`src/design/dcef_pkg.sv`:
```
// constants for the dma channel event flag block
// Behaviour
// - dest_done_flag sets when dest_pointer equals dest_size; else reads 0. Here it stays set until a write to INT_CTRL_OFF clears it.
// - dest_half_flag sets when dest_pointer equals half of dest_size; else 0. Here it stays set until a write to INT_CTRL_OFF clears it.
// - block_complete_flag sets when larger size transferred or pattern match occurs.
// - cell_complete_flag sets each time cell_size bytes have been transferred.
// - abort request matching abort_request_select aborts transfer, sets transfer_abort_flag. Here only while abort_en (ABORT_EN_BIT of CONFIG_OFF) is set.
// - address_error_flag sets when source or destination address is invalid.
package dcef_pkg;
  localparam int unsigned ADDR_W          = 4;
  localparam logic [3:0]  INT_CTRL_OFF    = 4'h0;
  localparam logic [3:0]  CONFIG_OFF      = 4'h4;
  localparam logic [3:0]  STATUS_OFF      = 4'h8;
  localparam int unsigned ERR_BIT         = 0;
  localparam int unsigned ABORT_BIT       = 1;
  localparam int unsigned CELL_BIT        = 2;
  localparam int unsigned BLOCK_BIT       = 3;
  localparam int unsigned HALF_BIT        = 4;
  localparam int unsigned DONE_BIT        = 5;
  localparam int unsigned NUM_FLAGS       = 6;
  localparam logic [5:0]  FLAGS_RESET     = 6'h00;
  localparam logic [7:0]  ABORT_SEL_RESET = 8'h00;
  localparam int unsigned ABORT_EN_BIT    = 31;
  localparam logic        ABORT_EN_RESET  = 1'h0;
  localparam logic [31:0] RDATA_RESET     = 32'h0000_0000;
endpackage

```
`src/design/dcef_flags.sv`:
```
// event flag register of one dma channel
//
// Implementation choices: the address map and the strobed register port.
`timescale 1ns/1ps
module dcef_flags #(
  parameter int unsigned SIZE_W = 16,
  parameter int unsigned IRQ_W  = 8
) (
  input  wire logic                       clk_i,
  input  wire logic                       sys_rst_i,
  input  wire logic [dcef_pkg::ADDR_W-1:0] addr_i,
  input  wire logic [31:0]                wdata_i,
  input  wire logic                       wr_i,
  input  wire logic                       rd_i,
  output logic      [31:0]                rdata_o,
  input  wire logic [SIZE_W-1:0]          dest_pointer_i,
  input  wire logic [SIZE_W-1:0]          dest_size_i,
  input  wire logic                       block_done_i,
  input  wire logic                       pattern_match_i,
  input  wire logic                       cell_done_i,
  input  wire logic                       irq_valid_i,
  input  wire logic [IRQ_W-1:0]           irq_num_i,
  input  wire logic                       src_addr_bad_i,
  input  wire logic                       dst_addr_bad_i,
  output logic                            transfer_abort_o,
  output logic      [IRQ_W-1:0]           abort_request_select_o
);
  logic [dcef_pkg::NUM_FLAGS-1:0] flags, next_flags;
  logic [IRQ_W-1:0]               abort_request_select, next_abort_request_select;
  logic                           abort_en, next_abort_en;
  logic                           abort_pulse, next_abort_pulse;
  logic [31:0]                    rdata, next_rdata;
  logic [dcef_pkg::NUM_FLAGS-1:0] ev;

  always_comb begin
    ev = '0;
    ev[dcef_pkg::DONE_BIT]  = (dest_size_i != '0) && (dest_pointer_i == dest_size_i);
    ev[dcef_pkg::HALF_BIT]  = (dest_size_i != '0) && (dest_pointer_i == (dest_size_i >> 1));
    ev[dcef_pkg::BLOCK_BIT] = block_done_i | pattern_match_i;
    ev[dcef_pkg::CELL_BIT]  = cell_done_i;
    ev[dcef_pkg::ABORT_BIT] = abort_en && irq_valid_i && (irq_num_i == abort_request_select);
    ev[dcef_pkg::ERR_BIT]   = src_addr_bad_i | dst_addr_bad_i;
  end

  always_comb begin
    next_flags                = flags;
    next_abort_request_select = abort_request_select;
    next_abort_en             = abort_en;
    next_rdata                = 32'h0000_0000;
    if (wr_i && addr_i == dcef_pkg::INT_CTRL_OFF) begin
      next_flags = flags & ~wdata_i[dcef_pkg::NUM_FLAGS-1:0];
    end
    if (wr_i && addr_i == dcef_pkg::CONFIG_OFF) begin
      next_abort_request_select = wdata_i[IRQ_W-1:0];
      next_abort_en             = wdata_i[dcef_pkg::ABORT_EN_BIT];
    end
    // set beats clear in the same cycle
    next_flags       = next_flags | ev;
    next_abort_pulse = ev[dcef_pkg::ABORT_BIT];
    if (rd_i) begin
      unique case (addr_i)
        dcef_pkg::INT_CTRL_OFF: next_rdata = {{(32-dcef_pkg::NUM_FLAGS){1'h0}}, flags};
        dcef_pkg::CONFIG_OFF:   next_rdata = {abort_en, {(31-IRQ_W){1'h0}}, abort_request_select};
        dcef_pkg::STATUS_OFF:   next_rdata = {{(32-SIZE_W){1'b0}}, dest_pointer_i};
        default:                next_rdata = 32'h0000_0000;
      endcase
    end
  end

  always_ff @(posedge clk_i) begin
    if (sys_rst_i) begin
      flags                <= dcef_pkg::FLAGS_RESET;
      abort_request_select <= dcef_pkg::ABORT_SEL_RESET[IRQ_W-1:0];
      abort_en             <= dcef_pkg::ABORT_EN_RESET;
      abort_pulse          <= 1'h0;
      rdata                <= dcef_pkg::RDATA_RESET;
    end else begin
      flags                <= next_flags;
      abort_request_select <= next_abort_request_select;
      abort_en             <= next_abort_en;
      abort_pulse          <= next_abort_pulse;
      rdata                <= next_rdata;
    end
  end

  assign rdata_o                = rdata;
  assign transfer_abort_o       = abort_pulse;
  assign abort_request_select_o = abort_request_select;
endmodule

```
`config.mk`:
```
export PLATFORM = sky130hd
export DESIGN_NAME = dcef_flags
export DESIGN_NICKNAME = d
export VERILOG_FILES = /design/src/design/dcef_pkg.sv /design/src/design/dcef_flags.sv
export SDC_FILE = /design/constraint.sdc
export NUM_CORES = 1
export LEC_CHECK = 0
export BUFFER_PORTS_ARGS = -buffer_cell sky130_fd_sc_hd__buf_2
export CORE_MARGIN = 2
export CORE_UTILIZATION = 37
export DETAILED_ROUTE_END_ITERATION = 8
export PLACE_DENSITY_LB_ADDON = 0.3
export SYNTH_ARGS = -nofsm -noshare
export SYNTH_HDL_FRONTEND = slang
export SYNTH_SLANG_ARGS = --single-unit
```
`constraint.sdc`:
```
create_clock -name clk_i -period 1.3 [get_ports clk_i]
set_input_delay 0.26 -clock clk_i [delete_from_list [all_inputs] [get_ports clk_i]]
set_output_delay 0.26 -clock clk_i [all_outputs]
set_load 0.02 [all_outputs]
```
### After elaboration in Yosys (flattened, before gate mapping)

Cells that the tools add are included.

| storage, ports and cells | value |
|---|---|
| flip-flop bits (word level) | 48 |
| bits in latches | 0 |
| RAM bits | 0 |
| ROM bits | 0 |
| input port bits | 86 |
| output and inout port bits | 41 |
| memories | 0 |

| operators by class | value |
|---|---|
| $add $sub $neg | 0 |
| multipliers | 0 |
| div/mod/pow operators | 0 |
| $lt $le $gt $ge | 0 |
| equal/unequal tests | 5 |
| shift operators | 0 |
| muxes and demuxes | 2 |
| bitwise logic cells | 6 |
| reduce and logical (&&, ||, !) cells | 9 |

Operator list:

| kind | count |
|---|---|
| $pmux 32 s3 | 1 |
| $eq 16x15->1 | 1 |
| $eq 16x16->1 | 1 |
| $reduce_bool 16->1 | 1 |
| $eq 8x8->1 | 1 |
| $and 6x6->6 | 1 |
| $logic_and 1x1->1 | 6 |
| $mux 6 | 1 |
| $not 6->6 | 1 |
| $or 6x6->6 | 1 |
| $eq 4x3->1 const B | 1 |
| $eq 4x4->1 const B | 1 |
| $logic_not 4->1 | 1 |
| $or 1x1->1 | 2 |
| $reduce_or 2->1 | 1 |
| $not 1->1 | 1 |

### Longest topological paths before layout

| depth | value |
|---|---|
| depth after elaboration | 4 |
| gate-level depth with buffers | 5 |
| depth with buffers taken out | 4 |

### Worst setup path after synthesis

Ideal clock, no wire load.

| timing path | value |
|---|---|
| path type | register to register |
| start point | reg abort_request_select[2] (netlist: abort_request_select_o[2]) |
| end point | reg flags[1] (netlist name) |
| arrival time | 1.310 ns |
| data required time | 1.204 ns |
| slack | -0.106 ns |
| cell stages (with the launch flop) | 5 |
| buffers on the path | 0 |
| clock period less this slack | 1.406 ns |
| cell sequence | dfxtp_1 xnor2_1 nand4_1 or4_1 o41ai_2 |

| on the way | value |
|---|---|
| longest elaborated chain between the ends | 3 |

RTL lines:

| item | RTL line | source |
|---|---|---|
| start, declared | dcef_flags.sv:29 | `logic [IRQ_W-1:0] abort_request_select, next_abort_request_select;` |
| start signal, assigned | dcef_flags.sv:73 | `abort_request_select <= dcef_pkg::ABORT_SEL_RESET[IRQ_W-1:0];` |
| start signal, assigned | dcef_flags.sv:79 | `abort_request_select <= next_abort_request_select;` |
| $eq 8x8->1 | dcef_flags.sv:41 | `ev[dcef_pkg::ABORT_BIT] = abort_en && irq_valid_i && (irq_num_i == abort_request_select);` |
| $logic_and 1x1->1 | dcef_flags.sv:41 |  |
| $or 6x6->6 | dcef_flags.sv:58 | `next_flags = next_flags \| ev;` |
| end signal, assigned | dcef_flags.sv:72 | `flags <= dcef_pkg::FLAGS_RESET;` |
| end signal, assigned | dcef_flags.sv:78 | `flags <= next_flags;` |
| end, declared | dcef_flags.sv:28 | `logic [dcef_pkg::NUM_FLAGS-1:0] flags, next_flags;` |

No other way between the ends.
A chain may end at the register's enable or synchronous reset.

### Final worst setup path

Same ends and word-level chain as after synthesis.

==> run_results.csv <==
group,metric,value,unit
logic_synthesis,synth_edf_count,0,
setup_path,crit_arrival,1530,ps
detailed_routing,route.vias.total,1736,
min_path,hold_class,"input pin to register",
floorplanning,io_pins,127,
clock_network,clk_pin_slew_worst_paths,70,ps
finish,nets,387,
run,cap_violations,0,
setup_path,worstSetupStartpointType,"register",
detailed_routing,drt-total-wl,4990,um
logic_synthesis,yosys_warnings,0,
logic_synthesis,synth_cells,190,
pwr,powerDensity,893,nW/um^2
sta,max_freq,748,MHz
setup_path,slowest_delay,450,ps
logic_synthesis,synth_cell_types,33,
status,status,"finished with violations",
logic_synthesis,synth-main-ff-cell,"dfxtp_1",
finish,final_cell_mix,"buf_2 (88), xnor2_1 (29), dfxtp_1 (28)",
status,violations,"negative setup slack",
finish,syn_to_final_growth,39.9,%
detailed_routing,drt_drc_violations_left,0,
finish,diodes,0,
clock_network,cts_buffers,5,
setup_path,crit_family,"simple AND/OR/NAND/NOR gates",
sta,post-route-period-util,103,%
clock_network,cts_root_buf,"clkbuf_8",
clock_network,post_cts_buffers,0,
finish,final_util,53.4,%
setup_path,cp-end-kind,"register",
floorplanning,fp.dieW,73.6,um
clock_network,cts_max_level,2,
logic_synthesis,async_flop_share,0,%
min_path,min_delay_path_depth,3,
min_path,hp-start,"cell_done_i",
finish,layoutNonFillerInstCount,356,
global_route,antenna_found_initial,0,
sta,setup_viol,1,
finish,layout_commonest_cell,"buf_2",
global_route,track_usage,18.5,%
pwr,leakagePower,1.27,nW
detailed_routing,dr.pass1.iters,4,
logic_synthesis,synth-seq-cells,33,
setup_path,critical_path.cell_chain,"xnor2_2 -> nand4_1 -> or4_4 -> o41ai_2",
detailed_routing,via_per_inst,4.88,
clock_network,cts_tree,"done",
logic_synthesis,synth_area,1790,um^2
setup_path,slowest_stage,"or4_4",
sta,setup_ws,-36.3,ps
global_route,grt_max_degree,14,
sta,period_needed,1340,ps
detailed_routing,wl_per_cell,14.0,um
setup_path,cp.required,1490,ps
setup_path,rr_worst_depth,4,
global_route,grt_pass1_vias,1702,
placed_design,place.gp.congestion,0.867,
floorplanning,die_h,73.6,um
setup_path,rr_endpoint,"flags[1]",
sta,hold_viol,0,
placed_design,place_hpwl,4050,um
detailed_routing,drtAntennaViolNets,0,
sta,finalHoldWorstSlack,186,ps
global_route,grt_overflow,0,
floorplanning,start_util,38.2,%
sta,finalMaxSlewViolations,0,
sta,setup_tns,-36.3,ps
setup_path,r2r-start,"abort_request_select_o[2]",
sta,rsz0062_at_grt,"true",
min_path,hold_end,"flags[2]",
setup_path,critPathMaxFanout,2,
logic_synthesis,synth_seq_area_share,36.9,%
clock_network,clkSinkCount,33,
clock_network,clkLatencyLatePin,290,ps
placed_design,dp.cells,348,
setup_path,crit_type,"register to register",
pwr,ir_drop,0.539,mV
finish,drive_above_1_share,44.7,%
floorplanning,rows,25,
sta,skew,4.15,ps
global_route,grt_pass1_wl,7580,um
placed_design,numPortBuffers,88,
finish,nFillCells,448,
placed_design,place_ws,-153,ps
logic_synthesis,syn_avg_cell_area,9.43,um^2
detailed_routing,drtIter0Drc,84,
floorplanning,die_area,5410,um^2
floorplanning,coreArea,4690,um^2
setup_path,path_buf_inv,0,
setup_path,r2r_slack,-40,ps
clock_network,cts_max_path_buffers,2,
layout make-up:
class | count | area, um^2 | share of cell area (%)
Clock buffer | 5 | 68.8 | 2.74
Clock inverter | 3 | 16.3 | 0.649
Inverter | 1 | 3.75 | 0.150
Multi-Input combinational cell | 151 | 1080 | 43.0
Sequential cell | 33 | 674 | 26.9
Tap cell | 54 | 67.6 | 2.69
Timing Repair Buffer | 109 | 598 | 23.9
per-layer routing:
layer	up-vias	GRT usage [%]	wire [um]
met5	-	0	0
li1	857	-	-
met2	84	30.8	2310
met3	8	4.94	387
met1	787	22.3	2200
met4	0	8.08	91
cell families (layout without fill, tap and decap cells):
group                  Yosys count  after routing  synth area share (%)
AO/OA/AOI/OAI                   18             18                  7.61
XOR/XNOR                        39             39                  19.1
buffers and inverters           20            118                  7.68
flip-flops                      33             33                  36.9
multiplexers                    15             15                  8.38
other                            1             15                 0.209
AND/OR/NAND/NOR                 64             64                  20.2
state kept, by name, summed over array words and instances, names as in the netlist:
| register | cells |
|---|---|
| transfer_abort_o | 1 |
| abort_en | 1 |
| flags | 6 |
| rdata_o | 17 |
| abort_request_select_o | 8 |
what timing repair did:
| item | CTS | global route |
|---|---|---|
| resized for setup | 3 | 1 |
| hold buffers | 0 | 0 |
| setup endpoints to repair | 2 | 2 |
| hold endpoints to repair | 0 | 0 |
| pin swaps | 0 | 0 |
worst max path at each step:
| stage | from | endpoint | slack (ps) | cells past startpoint |
|---|---|---|---|---|
| floorplan | abort_request_select_o[5] | flags[1] | 5 | 3 |
| global placement | dest_pointer_i[11] | flags[4] | -130 | 5 |
| detailed placement | dest_pointer_i[11] | flags[4] | -150 | 5 |
| CTS | abort_request_select_o[2] | flags[1] | -60 | 4 |
| global route | abort_request_select_o[2] | flags[1] | -120 | 4 |
| finish | abort_request_select_o[2] | flags[1] | -40 | 4 |
cell usage after synthesis (all sizes together), types with 2 or more instances:
library cell,number,share of area (%)
and3,9,3.2
a22oi,2,0.84
nand3,3,0.84
nor4,7,2.8
a21boi,2,0.84
xnor2,32,16
mux2i,15,8.4
nand2,5,1.2
nand4,8,2.8
dfxtp,33,37
nor2b,2,0.70
o31a,2,0.98
a21oi,7,2.0
buf,18,7.3
xor2,7,3.4
or4,2,1.0
nor2,25,5.2
a32o,2,1.2
power by group:
group / switching, mW / leakage (nW) / internal [mW]
logic: 0.238 / 0.949 / 0.212
registers: 0.00706 / 0.270 / 1.02
clock network: 0.394 / 0.0482 / 0.371
total: 0.639 / 1.27 / 1.60
stage by stage:
step	instance area [um^2]	power [mW]
floorplan	1860	1.30
global placement	2390	1.49
detailed placement	2390	1.49
CTS	2500	2.26
global route	2510	2.34
finish	2510	2.24
worst register-to-register path, stage by stage (launching register included):
cell and delay (ps):
dfxtp_4 350, xnor2_2 140, nand4_1 110, or4_4 450, o41ai_2 200
Power figures use the tool's default switching activity.
